File: src/rtl/state_count_pkg.sv
// Constants and types for the instruction state counter.
// Assumes a single 20 MHz clock shared by all users of the package.
package state_count_pkg;

    localparam int CLOCK_HZ = 20000000;
    localparam int CLOCK_NS = 1000000000 / CLOCK_HZ;

    // States per cycle
    localparam logic [7:0] ONCHIP_STATES = 8'h02;
    localparam logic [7:0] INTERNAL_STATES = 8'h01;
    localparam logic [7:0] PERIPH8_BYTE_STATES = 8'h03;
    localparam logic [7:0] PERIPH8_WORD_STATES = 8'h06;
    localparam logic [7:0] PERIPH16_STATES = 8'h03;
    localparam logic [7:0] EXT2_BYTE_STATES = 8'h02;
    localparam logic [7:0] EXT2_WORD8_STATES = 8'h04;
    localparam logic [7:0] EXT3_BYTE_STATES = 8'h03;
    localparam logic [7:0] EXT3_WORD8_STATES = 8'h06;

    // Fixed instruction figures
    localparam logic [7:0] MUL_BYTE_INTERNAL = 8'h0c;
    localparam logic [7:0] MUL_WORD_INTERNAL = 8'h14;
    localparam logic [7:0] PUSH_POP_INTERNAL = 8'h02;
    localparam logic [7:0] BRANCH16_INTERNAL = 8'h02;
    localparam logic [7:0] SIGNED_FETCHES = 8'h02;
    localparam logic [7:0] UNSIGNED_FETCHES = 8'h01;

    // Reset values
    localparam logic [31:0] TOTAL_RESET = 32'h0000_0000;
    localparam logic [17:0] LEFT_RESET = 18'h0_0000;

    typedef enum logic [1:0] {
        target_onchip,
        target_periph,
        target_external
    } target_type;

    typedef enum logic [2:0] {
        cyc_fetch,
        cyc_branch_addr,
        cyc_stack,
        cyc_byte,
        cyc_word,
        cyc_internal
    } cycle_type;

    typedef enum logic [4:0] {
        op_reg_arith,
        op_reg_imm16,
        op_reg_imm32,
        bit_set_op,
        bit_clear_op,
        bit_invert_op,
        bit_test_op,
        signed_multiply_op,
        unsigned_multiply_op,
        signed_divide_op,
        unsigned_divide_op,
        block_move_op,
        long_move_op,
        long_move_disp_op,
        push_op,
        pop_op,
        cond_branch16_op,
        subroutine_jump_op,
        subroutine_branch_op,
        return_op
    } op_type;

    typedef enum logic [1:0] {
        addr_plain,
        addr_abs16,
        addr_abs24
    } addr_type;

endpackage

File: src/rtl/instruction_state_counter.sv
// Sequencer that issues an instruction's cycles and totals their states.
// Assumes a requester holds the instruction fields until done, as the byte count is read after start.
`timescale 1ns/1ps
// Function
// - Total states is the sum over six categories of count times states.
// - On-chip memory cycles cost 2 states; internal cycles cost 1.
// - 8-bit peripheral bus: byte 3 states, word or fetch 6 states.
// - 3-state external access: 3 + m per byte, 6 + 2m word on 8-bit.
// - Memory bit set, clear, invert do two byte cycles; register forms none.
// - Memory bit test does one byte read and no write-back.
// - Multiply costs 12 or 20 internal states; signed 2 fetches, unsigned 1.
// - Divide costs 12 or 20 internal states; signed 2 fetches, unsigned 1.
// - Block move reads and writes n + 1 times, 2n + 2 byte cycles.
// - Block count is the low byte in byte form, full word in word form.
// - Register arithmetic: 16-bit immediate 2 fetches, 32-bit 3, register 1.
// - Long move through memory: 2 word cycles; abs16 3, abs24 4 fetches.
// - Long move with 16-bit displacement performs 2 word cycles.
// - Push and pop: 1 or 2 word cycles plus 2 internal states.
// - 16-bit conditional branch: 2 fetches plus 2 internal, taken or not.
// - Calls and returns: 1 stack cycle normal mode, 2 advanced mode.
module instruction_state_counter
    import state_count_pkg::*;
(
    input wire logic clock,
    input wire logic rst_n,
    input wire logic start,
    input wire op_type op,
    input wire logic memory_operand,
    input wire logic word_size,
    input wire logic long_size,
    input wire addr_type addressing,
    input wire logic advanced_mode,
    input wire logic [15:0] block_count_word,
    input wire target_type code_target,
    input wire target_type data_target,
    input wire target_type stack_target,
    input wire logic periph_bus16,
    input wire logic ext_bus16,
    input wire logic ext_three_state,
    input wire logic [3:0] wait_count,
    output logic busy,
    output logic cycle_valid,
    output cycle_type cycle_kind,
    output logic [7:0] cycle_states,
    output logic done,
    output logic [31:0] total_states
);

    typedef enum logic [2:0] {
        st_idle,
        st_fetch,
        st_branch_addr,
        st_data,
        st_stack,
        st_internal,
        st_finish
    } seq_type;

    seq_type state_q;
    logic [7:0] fetch_c;
    logic [7:0] branch_c;
    logic [7:0] stack_c;
    logic [17:0] byte_c;
    logic [7:0] word_c;
    logic [7:0] internal_c;
    logic [17:0] left_q;
    logic [17:0] left_d;
    logic [7:0] word_left_q;
    logic [7:0] stack_left_q;
    logic [7:0] internal_left_q;
    logic [7:0] branch_left_q;
    logic [31:0] total_q;
    logic [7:0] unit_states;
    cycle_type kind_d;
    target_type target_d;
    logic issue;
    logic done_q;
    logic [7:0] states_q;
    cycle_type kind_q;
    logic valid_q;

    cycle_counts counts (
        .op(op),
        .memory_operand(memory_operand),
        .word_size(word_size),
        .long_size(long_size),
        .addressing(addressing),
        .advanced_mode(advanced_mode),
        .block_count_word(block_count_word),
        .fetch_count(fetch_c),
        .branch_addr_count(branch_c),
        .stack_count(stack_c),
        .byte_count(byte_c),
        .word_count(word_c),
        .internal_count(internal_c)
    );

    state_cost cost (
        .kind(kind_d),
        .target(target_d),
        .periph_bus16(periph_bus16),
        .ext_bus16(ext_bus16),
        .ext_three_state(ext_three_state),
        .wait_count(wait_count),
        .states(unit_states)
    );

    // Cycle kind and bus target for the current state
    always_comb begin
        kind_d = cyc_fetch;
        target_d = code_target;
        issue = 1'b0;
        case (state_q)
            st_fetch: begin
                issue = 1'b1;
            end
            st_branch_addr: begin
                kind_d = cyc_branch_addr;
                issue = 1'b1;
            end
            st_data: begin
                kind_d = (left_q != LEFT_RESET) ? cyc_byte : cyc_word;
                target_d = data_target;
                issue = 1'b1;
            end
            st_stack: begin
                kind_d = cyc_stack;
                target_d = stack_target;
                issue = 1'b1;
            end
            st_internal: begin
                kind_d = cyc_internal;
                issue = 1'b1;
            end
            default: issue = 1'b0;
        endcase
    end

    assign left_d = left_q - 18'h0_0001;

    // Ordered issue: fetch, branch address, data, stack, internal
    always_ff @(posedge clock) begin
        if (!rst_n) begin
            state_q <= st_idle;
            left_q <= LEFT_RESET;
            word_left_q <= 8'h00;
            stack_left_q <= 8'h00;
            internal_left_q <= 8'h00;
            branch_left_q <= 8'h00;
        end else begin
            case (state_q)
                st_idle: begin
                    if (start) begin
                        left_q <= {10'h000, fetch_c};
                        branch_left_q <= branch_c;
                        word_left_q <= word_c;
                        stack_left_q <= stack_c;
                        internal_left_q <= internal_c;
                        state_q <= st_fetch;
                    end
                end
                st_fetch: begin
                    if (left_q > 18'h0_0001) begin
                        left_q <= left_d;
                    end else if (branch_left_q != 8'h00) begin
                        state_q <= st_branch_addr;
                    end else if (byte_c != 18'h0_0000 || word_left_q != 8'h00) begin
                        left_q <= byte_c;
                        state_q <= st_data;
                    end else if (stack_left_q != 8'h00) begin
                        state_q <= st_stack;
                    end else if (internal_left_q != 8'h00) begin
                        state_q <= st_internal;
                    end else begin
                        state_q <= st_finish;
                    end
                end
                st_branch_addr: begin
                    branch_left_q <= branch_left_q - 8'h01;
                    if (branch_left_q == 8'h01) begin
                        if (byte_c != 18'h0_0000 || word_left_q != 8'h00) begin
                            left_q <= byte_c;
                            state_q <= st_data;
                        end else if (stack_left_q != 8'h00) begin
                            state_q <= st_stack;
                        end else if (internal_left_q != 8'h00) begin
                            state_q <= st_internal;
                        end else begin
                            state_q <= st_finish;
                        end
                    end
                end
                st_data: begin
                    if (left_q != LEFT_RESET) begin
                        left_q <= left_d;
                    end else begin
                        word_left_q <= word_left_q - 8'h01;
                    end
                    if ((left_q == 18'h0_0001 && word_left_q == 8'h00) ||
                        (left_q == LEFT_RESET && word_left_q == 8'h01)) begin
                        if (stack_left_q != 8'h00) begin
                            state_q <= st_stack;
                        end else if (internal_left_q != 8'h00) begin
                            state_q <= st_internal;
                        end else begin
                            state_q <= st_finish;
                        end
                    end
                end
                st_stack: begin
                    stack_left_q <= stack_left_q - 8'h01;
                    if (stack_left_q == 8'h01) begin
                        if (internal_left_q != 8'h00) begin
                            state_q <= st_internal;
                        end else begin
                            state_q <= st_finish;
                        end
                    end
                end
                st_internal: begin
                    internal_left_q <= internal_left_q - 8'h01;
                    if (internal_left_q == 8'h01) begin
                        state_q <= st_finish;
                    end
                end
                st_finish: state_q <= st_idle;
                default: state_q <= st_idle;
            endcase
        end
    end

    // Running sum of states per issued cycle
    always_ff @(posedge clock) begin
        if (!rst_n) begin
            total_q <= TOTAL_RESET;
        end else if (state_q == st_idle && start) begin
            total_q <= TOTAL_RESET;
        end else if (issue) begin
            total_q <= total_q + {24'h00_0000, unit_states};
        end
    end

    // Registered cycle report
    always_ff @(posedge clock) begin
        if (!rst_n) begin
            valid_q <= 1'b0;
            kind_q <= cyc_fetch;
            states_q <= 8'h00;
            done_q <= 1'b0;
        end else begin
            valid_q <= issue;
            kind_q <= kind_d;
            states_q <= issue ? unit_states : 8'h00;
            done_q <= (state_q == st_finish);
        end
    end

    assign busy = (state_q != st_idle);
    assign cycle_valid = valid_q;
    assign cycle_kind = kind_q;
    assign cycle_states = states_q;
    assign done = done_q;
    assign total_states = total_q;

endmodule

File: src/rtl/cycle_counts.sv
// Per-instruction cycle counts in the six categories.
// Assumes the sequencer supplies a decoded operation and its options.
`timescale 1ns/1ps
module cycle_counts
    import state_count_pkg::*;
(
    input wire op_type op,
    input wire logic memory_operand,
    input wire logic word_size,
    input wire logic long_size,
    input wire addr_type addressing,
    input wire logic advanced_mode,
    input wire logic [15:0] block_count_word,
    output logic [7:0] fetch_count,
    output logic [7:0] branch_addr_count,
    output logic [7:0] stack_count,
    output logic [17:0] byte_count,
    output logic [7:0] word_count,
    output logic [7:0] internal_count
);

    logic [7:0] block_count_low_byte;
    logic [16:0] moves;

    assign block_count_low_byte = block_count_word[7:0];

    always_comb begin
        // Source and destination each moved n + 1 times
        if (word_size) begin
            moves = {1'b0, block_count_word} + 17'h0_0001;
        end else begin
            moves = {9'h000, block_count_low_byte} + 17'h0_0001;
        end
    end

    always_comb begin
        fetch_count = 8'h01;
        branch_addr_count = 8'h00;
        stack_count = 8'h00;
        byte_count = 18'h0_0000;
        word_count = 8'h00;
        internal_count = 8'h00;
        case (op)
            op_reg_arith: fetch_count = 8'h01;
            op_reg_imm16: fetch_count = 8'h02;
            op_reg_imm32: fetch_count = 8'h03;
            bit_set_op, bit_clear_op, bit_invert_op: begin
                if (memory_operand) begin
                    fetch_count = 8'h02;
                    byte_count = 18'h0_0002;
                end
            end
            bit_test_op: begin
                if (memory_operand) begin
                    fetch_count = 8'h02;
                    byte_count = 18'h0_0001;
                end
            end
            signed_multiply_op, signed_divide_op: begin
                fetch_count = SIGNED_FETCHES;
                internal_count = word_size ? MUL_WORD_INTERNAL :
                    MUL_BYTE_INTERNAL;
            end
            unsigned_multiply_op, unsigned_divide_op: begin
                fetch_count = UNSIGNED_FETCHES;
                internal_count = word_size ? MUL_WORD_INTERNAL :
                    MUL_BYTE_INTERNAL;
            end
            block_move_op: begin
                fetch_count = 8'h02;
                byte_count = {moves, 1'b0};
                internal_count = 8'h04;
            end
            long_move_op: begin
                word_count = 8'h02;
                case (addressing)
                    addr_abs16: fetch_count = 8'h03;
                    addr_abs24: fetch_count = 8'h04;
                    default: fetch_count = 8'h02;
                endcase
            end
            long_move_disp_op: begin
                fetch_count = 8'h03;
                word_count = 8'h02;
            end
            push_op, pop_op: begin
                fetch_count = long_size ? 8'h02 : 8'h01;
                word_count = long_size ? 8'h02 : 8'h01;
                internal_count = PUSH_POP_INTERNAL;
            end
            cond_branch16_op: begin
                fetch_count = 8'h02;
                internal_count = BRANCH16_INTERNAL;
            end
            subroutine_jump_op, subroutine_branch_op, return_op: begin
                fetch_count = 8'h02;
                stack_count = advanced_mode ? 8'h02 : 8'h01;
                internal_count = (op == return_op) ? 8'h02 : 8'h00;
            end
            default: fetch_count = 8'h01;
        endcase
    end

endmodule

File: src/rtl/state_cost.sv
// States for one bus cycle of a given kind and target.
// Assumes the wait count applies only to 3-state external access.
`timescale 1ns/1ps
module state_cost
    import state_count_pkg::*;
(
    input wire cycle_type kind,
    input wire target_type target,
    input wire logic periph_bus16,
    input wire logic ext_bus16,
    input wire logic ext_three_state,
    input wire logic [3:0] wait_count,
    output logic [7:0] states
);

    logic is_byte;
    logic [7:0] m;

    assign is_byte = (kind == cyc_byte);
    assign m = {4'h0, wait_count};

    always_comb begin
        states = ONCHIP_STATES;
        if (kind == cyc_internal) begin
            states = INTERNAL_STATES;
        end else begin
            case (target)
                target_onchip: states = ONCHIP_STATES;
                target_periph: begin
                    if (periph_bus16) begin
                        states = PERIPH16_STATES;
                    end else if (is_byte) begin
                        states = PERIPH8_BYTE_STATES;
                    end else begin
                        states = PERIPH8_WORD_STATES;
                    end
                end
                target_external: begin
                    if (ext_three_state) begin
                        if (ext_bus16 || is_byte) begin
                            states = EXT3_BYTE_STATES + m;
                        end else begin
                            states = EXT3_WORD8_STATES + {m[6:0], 1'b0};
                        end
                    end else if (ext_bus16 || is_byte) begin
                        states = EXT2_BYTE_STATES;
                    end else begin
                        states = EXT2_WORD8_STATES;
                    end
                end
                default: states = ONCHIP_STATES;
            endcase
        end
    end

endmodule

File: config.mk
export PLATFORM = sky130hd
export DESIGN_NAME = instruction_state_counter
export DESIGN_NICKNAME = d
export VERILOG_FILES = /design/src/rtl/state_count_pkg.sv /design/src/rtl/instruction_state_counter.sv /design/src/rtl/cycle_counts.sv /design/src/rtl/state_cost.sv
export SDC_FILE = /design/constraint.sdc
export NUM_CORES = 1
export LEC_CHECK = 0
export CORE_ASPECT_RATIO = 1.1
export CORE_MARGIN = 1
export CORE_UTILIZATION = 55
export CTS_CLUSTER_DIAMETER = 120
export CTS_CLUSTER_SIZE = 24
export DETAILED_ROUTE_END_ITERATION = 7
export DONT_BUFFER_PORTS = 1
export GPL_ROUTABILITY_DRIVEN = 0
export GPL_TIMING_DRIVEN = 0
export PLACE_DENSITY_LB_ADDON = 0.12
export SETUP_SLACK_MARGIN = 0.5
export SLEW_MARGIN = 20
export SYNTH_ARGS = -nofsm -noshare
export SYNTH_HDL_FRONTEND = slang
export SYNTH_HIERARCHICAL = 1
export SYNTH_SLANG_ARGS = --single-unit
File: constraint.sdc
create_clock -name clock -period 12.5 [get_ports clock]
set_input_delay 1.25 -clock clock [delete_from_list [all_inputs] [get_ports clock]]
set_output_delay 1.25 -clock clock [all_outputs]
set_load 0.02 [all_outputs]
## After elaboration in Yosys (flattened, before gate mapping)

Cells that the tools add are included.

| storage, ports and cells | value |
|---|---|
| bits in registers | 98 |
| input bits | 43 |
| output and inout bits | 46 |
| logic and storage cells | 159 |

| operators by class | value |
|---|---|
| add/subtract/negate cells | 10 |
| order comparisons | 1 |
| equal/unequal tests | 45 |
| mux-type cells | 52 |
| bitwise logic cells | 1 |
| reductions and logical operators | 39 |

Operators with widths:

| kind | count |
|---|---|
| $mux 18 | 6 |
| $pmux 8 s2 | 6 |
| $mux 8 | 10 |
| $pmux 18 s4 | 1 |
| $pmux 18 s3 | 1 |
| $eq 5x4->1 const B | 8 |
| $pmux 8 s5 | 1 |
| $reduce_bool 18->1 | 2 |
| $mux 3 | 11 |
| $add 32x8->32 | 1 |
| $eq 8x1->1 const B | 4 |
| $pmux 8 s4 | 1 |
| $reduce_bool 8->1 | 4 |
| $sub 8x1->8 const B | 4 |
| $eq 5x3->1 const B | 4 |
| $eq 5x5->1 const B | 4 |
| $eq 18x1->1 const B | 1 |
| $gt 18x1->1 const B | 1 |
| $logic_not 18->1 | 1 |
| $pmux 3 s6 | 1 |
| $sub 18x1->18 const B | 1 |
| $add 16x1->17 const B | 1 |
| $mux 17 | 1 |
| $ne 2x2->1 const B | 8 |
| other kinds (34) | 65 |

## Longest topological paths before layout

| logic depth | value |
|---|---|
| word-level depth | 10 |
| depth in mapped cells | 23 |
| gate-level depth less buffers | 19 |

## By module

The synthesis kept the hierarchy.

Modules (own cells, without submodules):

| module | instances | cells an instance | area each (um^2) | sequential area each (um^2) |
|---|---|---|---|---|
| instruction_state_counter | 1 | 754 | 5856.9 | 1961.9 |
| cycle_counts | 1 | 151 | 940.9 | 0.0 |
| state_cost | 1 | 50 | 317.8 | 0.0 |

## Worst setup path before layout

OpenSTA, ideal clock, no wires.

| timing path | value |
|---|---|
| path kind | reg2reg |
| from | register left_q[9] |
| to | register total_q[24] (netlist: total_states[24]) |
| library setup time | 128 ps |
| data arrival time | 4498 ps |
| required time | 12372 ps |
| slack | 7874 ps |
| cell stages (with the launch flop) | 19 |
| path buffers | 2 |
| period minus slack after synthesis | 4626 ps |
| cells stage by stage | dfxtp_1 or4_1 buf_2 or4_4 o31ai_1 nand2_1 and3b_2 or2_4 or3_1 o211ai_1 inv_1 fa_1 nor2b_1 o2111ai_1 nand3_1 clkbuf_1 nor4bb_1 xnor2_1 nor2_1 |

| on the way | value |
|---|---|
| longest elaborated chain between the ends | 10 |
| elaborated cells on any way between the ends | 14 |
| classes of those cells | add/sub: 1; eq/ne: 2; mux: 9; reduce/logical: 2 |

RTL lines:

| item | line | source |
|---|---|---|
| start, declared | instruction_state_counter.sv:66 | `logic [17:0] left_q;` |
| start signal, assigned | instruction_state_counter.sv:154 | `left_q <= {10'h000, fetch_c};` |
| start signal, assigned | instruction_state_counter.sv:164 | `left_q <= left_d;` |
| start signal, assigned | instruction_state_counter.sv:168 | `left_q <= byte_c;` |
| $reduce_bool 18->1 (*) | instruction_state_counter.sv:122 | `kind_d = (left_q != LEFT_RESET) ? cyc_byte : cyc_word;` |
| $mux 3 (*) | instruction_state_counter.sv:122 |  |
| $pmux 3 s4 (*) | instruction_state_counter.sv:113 | `case (state_q)` |
| via kind_d[1] | instruction_state_counter.sv:74 | `cycle_type kind_d;` |
| $eq 3x2->1 | state_cost.sv:19 | `assign is_byte = (kind == cyc_byte);` |
| $logic_or 1x1->1 | state_cost.sv:40, state_cost.sv:45 |  |
| $mux 3 / $mux 8 (equally long branches) | state_cost.sv:45, state_cost.sv:40 |  |
| $mux 8 | state_cost.sv:39 | `if (ext_three_state) begin` |
| $pmux 8 s2 | state_cost.sv:27 | `case (target)` |
| $mux 8 (*) | state_cost.sv:24 | `if (kind == cyc_internal) begin` |
| via unit_states[1] | instruction_state_counter.sv:73 | `logic [7:0] unit_states;` |
| $add 32x8->32 (*) | instruction_state_counter.sv:239 | `total_q <= total_q + {24'h00_0000, unit_states};` |
| end signal, assigned | instruction_state_counter.sv:239 |  |
| end, declared | instruction_state_counter.sv:72 | `logic [31:0] total_q;` |

The timed path passes the listed nets; every way through them passes the cells marked *.
A chain may end at the register's enable or synchronous reset.

## Worst setup path after layout

| timing path | value |
|---|---|
| from | register left_q[2] |
| to | register total_q[31] (netlist: total_states[31]) |

The elaborated chain is that of the path after synthesis.

==> run summary <==
The post-synthesis async set-or-reset flop share is 0, and the total routing resource utilization after global routing is 0.290. STA classifies the critical path startpoint as a flip-flop. The tools report the H-tree depth as 3.

Wire segments on met3 add up to 1220 um in the final route. The number of distinct standard cells referenced by the synthesized netlist was 79; the data arrival time of the critical path was 5.85 ns. Leaving out filler cells and counting taps, the final layout contains 1,157. The startpoint identified for the worst register-to-register timing path is left_q[2]. Final critical-path required period: 5.62 ns. Adding up every negative setup slack in the final design gives 0 ns.

In the final routed layout, each cell accounts on average for 16.6 um. The first-pass GRT wire length was 31,800 um. The area growth from synthesis to layout works out to 8.42%.

The filler cells instantiated in the layout total 1,235. The tools report the sort of element at the end of the critical path as a flip-flop. 89 I/O pins were placed.

For the number of core rows, the log shows 43. The net count of the finished layout is 1,063. Number of instances in the synthesized netlist: 955. The commonest non-fill, non-tap cell in the layout was sky130_fd_sc_hd__dfxtp_1.

The most used flip-flop cell after synthesis is sky130_fd_sc_hd__dfxtp_1. The type of the worst setup path was flip-flop to flip-flop. In this run the worst hold path is classified as flip-flop to flip-flop.

The netlist area before placement was 0.00712 mm2. The wire length on met2 was 8930 um; the total routed wire length on the met1 layer was 8540 um. Data on the critical path is required at its endpoint by 12.73 ns. The floorplan step defined a die boundary enclosing 0.0134 mm2. In the layout the commonest cells are 98 x sky130_fd_sc_hd__dfxtp_1, 90 x sky130_fd_sc_hd__nand2_1, 88 x sky130_fd_sc_hd__nor2_1. TritonCTS created 9 clock buffers.

The cell sitting at the root of the clock tree is a sky130_fd_sc_hd__clkbuf_16. The antenna violation net count after detailed routing was 0; the achievable clock frequency was 178 MHz. For the worst flop-to-flop path, the logic depth is 16. In this design, the stage delay of the slowest critical-path cell is 0.84 ns. Measured slew at the worst slew-check pin: 0.951 ns. The share of synthesized area occupied by flip-flops and latches is 0.276, and the final worst clock skew is 0.00630 ns. End of the worst register-to-register path: total_states[31]. The count of endpoints failing hold in the final timing report is 0, and the via count is 7,172.

Hold repair after CTS inserted 0 buffers. The run gives 0.565 as the effective utilization at floorplan. The post-detailed-routing wire length is 19,200 um. The number of clock sinks seen by CTS was 98; the die extent in x was 110 um.

The flip-flop and latch count after synthesis came out at 98. Setup repair after global routing left no endpoint under its margin. The internal reg-to-reg setup slack was 6.88 ns; the number of global-route vias before repair was 6,561. After detailed placement, the design holds a cell count of 1,141. Counting flops with a built-in enable in the synthesized netlist gives 0. The logs give 0 for the number of max-cap violations and 0.00771 mm2 for the final standard cell area without fillers. The run finished with clean final reports. Clock latency on the worst-skew pair, taken at its later pin, is 0.36 ns.

The worst path meets setup with 6.88 ns of slack. The critical path ends at total_states[31]. The initial detailed-routing violation count was 779. The number of antenna violations at the first check in global routing was 0. The signal on the critical path passes through nor4_1, nand2_1, o31ai_1, nand2_1, and2b_1, or2_0, a2111oi_0, or3_1, ha_1, o21ai_0, o21ai_0, a41oi_1, clkbuf_1, nand4b_1, xor2_1, nor2_1. VDD sags by at most 0.149 mV.

The run gives 0.360 as the headroom to the max-slew limit. The launching element of the worst setup path was left_q[2]. Summing internal, switching and leakage power gives 1560 uW. The logs give 0 for the number of gates resized after CTS and 0 for the antenna diode instance count. The length of the first detailed-routing pass in iterations was 5; the post-route DRC violation count was 0. The share of cells above drive strength 1 came out at 0.0700.

The maximum fanout count along the critical path is 10. The average instance area after synthesis came out at 7.45 um2. The count of buffers added by post-CTS timing repair for setup came out at 0. The clock transition at the registers of the reported paths works out to 0.07 ns. TritonCTS built the clock tree. The HPWL after detailed placement was 14,200 um. The logs give 0 for the number of max-slew violations in the final report and 0.00742 mm2 for the instance area after placement. The per-cell via count in the routed design came out at 6.20.

The share of the clock period used by the worst path works out to 0.450. Highest signal layer in the routed design: met4. Yosys printed 6 warnings. Summed over all cells, the static leakage comes to 0.00303 uW.

The number of I/O port buffers is 0, and the post-placement worst setup slack is 6.94 ns. Setup violations remaining at the end of the flow were counted as 0. The die extent in y was 121 um; the maximum number of pins on one net before global-route repair was 19. Power spread over the standard cell area amounts to 203 mW/mm2.

Among all stages on the critical path, the largest delay is contributed by sky130_fd_sc_hd__nor4_1. The floorplan step defined a core boundary enclosing 0.0126 mm2. The run gives 2 as the number of buffers between clock root and the deepest sink. The total overflow left after global routing is 0.
[final cells by class]
| type | instances | area (um2) | share of cell area |
|---|---|---|---|
| Clock inverter | 6 | 55.1 | 0.00714 |
| Tap cell | 157 | 196 | 0.0255 |
| Multi-Input combinational cell | 771 | 4690 | 0.608 |
| Clock buffer | 10 | 239 | 0.0310 |
| Sequential cell | 98 | 1960 | 0.254 |
| Inverter | 31 | 116 | 0.0151 |
| Buffer | 84 | 455 | 0.0590 |
[Yosys cell counts, types with 5 or more instances]
cell	instances	area, um2
sky130_fd_sc_hd__dfxtp_1	98	1960
sky130_fd_sc_hd__nand2_1	90	338
sky130_fd_sc_hd__nor2_1	88	330
sky130_fd_sc_hd__a21oi_1	67	335
sky130_fd_sc_hd__nand3_1	48	240
sky130_fd_sc_hd__nor3_1	48	240
sky130_fd_sc_hd__clkbuf_1	44	165
sky130_fd_sc_hd__o21ai_0	42	210
sky130_fd_sc_hd__buf_4	31	233
sky130_fd_sc_hd__inv_1	30	113
sky130_fd_sc_hd__nor4_1	26	163
sky130_fd_sc_hd__ha_1	24	300
sky130_fd_sc_hd__xnor2_1	21	184
sky130_fd_sc_hd__xor2_1	21	184
sky130_fd_sc_hd__a22oi_1	20	150
sky130_fd_sc_hd__and3_1	18	113
sky130_fd_sc_hd__nand4_1	17	106
sky130_fd_sc_hd__a21o_1	16	120
sky130_fd_sc_hd__o211ai_1	13	97.6
sky130_fd_sc_hd__or3_1	13	81.3
sky130_fd_sc_hd__a31oi_1	10	62.6
sky130_fd_sc_hd__or4_1	10	75.1
sky130_fd_sc_hd__a211oi_1	9	67.6
sky130_fd_sc_hd__and2_1	8	50.1
sky130_fd_sc_hd__a222oi_1	7	70.1
sky130_fd_sc_hd__and4_1	7	61.3
sky130_fd_sc_hd__buf_2	7	35.0
sky130_fd_sc_hd__nor2b_1	7	43.8
sky130_fd_sc_hd__nor3b_1	7	52.6
sky130_fd_sc_hd__o311ai_0	7	61.3
sky130_fd_sc_hd__o31ai_1	7	52.6
sky130_fd_sc_hd__a22o_1	6	52.6
sky130_fd_sc_hd__nand2b_1	6	37.5
sky130_fd_sc_hd__a32o_1	5	50.1
sky130_fd_sc_hd__nand4b_1	5	43.8
[layer usage]
metal	global-route usage	up-vias
li1	-	3572
met1	0.375	3297
met2	0.469	262
met3	0.0539	41
met4	0.137	0
met5	0	-
[worst max-delay path, delay by kind of cell (launching register included)]
kind	cells	cell delay [ns]
compound gates	5	1.99
xor+xnor	1	0.16
fa+ha+maj	1	0.26
buf+inv	1	0.43
flops	1	0.37
simple gates	8	2.27
[per-stage QoR]
| step | util | hold slack (ns) |
|---|---|---|
| finish | 0.613 | 0.483 |
| CTS | 0.613 | 0.487 |
| global placement | 0.589 | 0.467 |
| detailed placement | 0.589 | 0.478 |
| floorplan | - | 0.444 |
| global route | 0.613 | 0.508 |
[worst min path at each step]
| stage | start | slack, ns | depth (start not counted) | end |
|---|---|---|---|---|
| after floorplan | left_q[12] | 0.44 | 2 | left_q[12] |
| after global placement | left_q[12] | 0.47 | 2 | left_q[12] |
| after detailed placement | internal_left_q[5] | 0.48 | 2 | internal_left_q[5] |
| after CTS | internal_left_q[5] | 0.49 | 2 | internal_left_q[5] |
| after global routing | internal_left_q[5] | 0.51 | 2 | internal_left_q[5] |
| final | internal_left_q[5] | 0.48 | 2 | internal_left_q[5] |
[registers in the layout, indices dropped and copies added, names as in the netlist, 3 cells and up]
signal	flops
branch_left_q	8
cycle_kind	3
cycle_states	8
internal_left_q	8
left_q	18
stack_left_q	8
state_q	3
total_states	32
word_left_q	8
[power breakdown]
part,internal [uW],total (uW),switching [uW]
combinational,284,840,555
clock,145,280,135
sequential,370,444,74.1
total,799,1560,765
[logic make-up (layout without fill, tap and decap cells)]
group / after synthesis / in the layout / share of synthesized area
AOI/OAI and AO/OA: 249 / 249 / 0.237
xor gates and xnor gates: 42 / 42 / 0.0517
buffers and inverters: 115 / 131 / 0.0804
and+or+nand+nor: 422 / 422 / 0.307
adders and majority gates: 25 / 25 / 0.0450
DFF: 98 / 98 / 0.276
muxes: 2 / 2 / 0.00281
other: 2 / 31 / 0.00106
(Power assumes the default switching activity.)
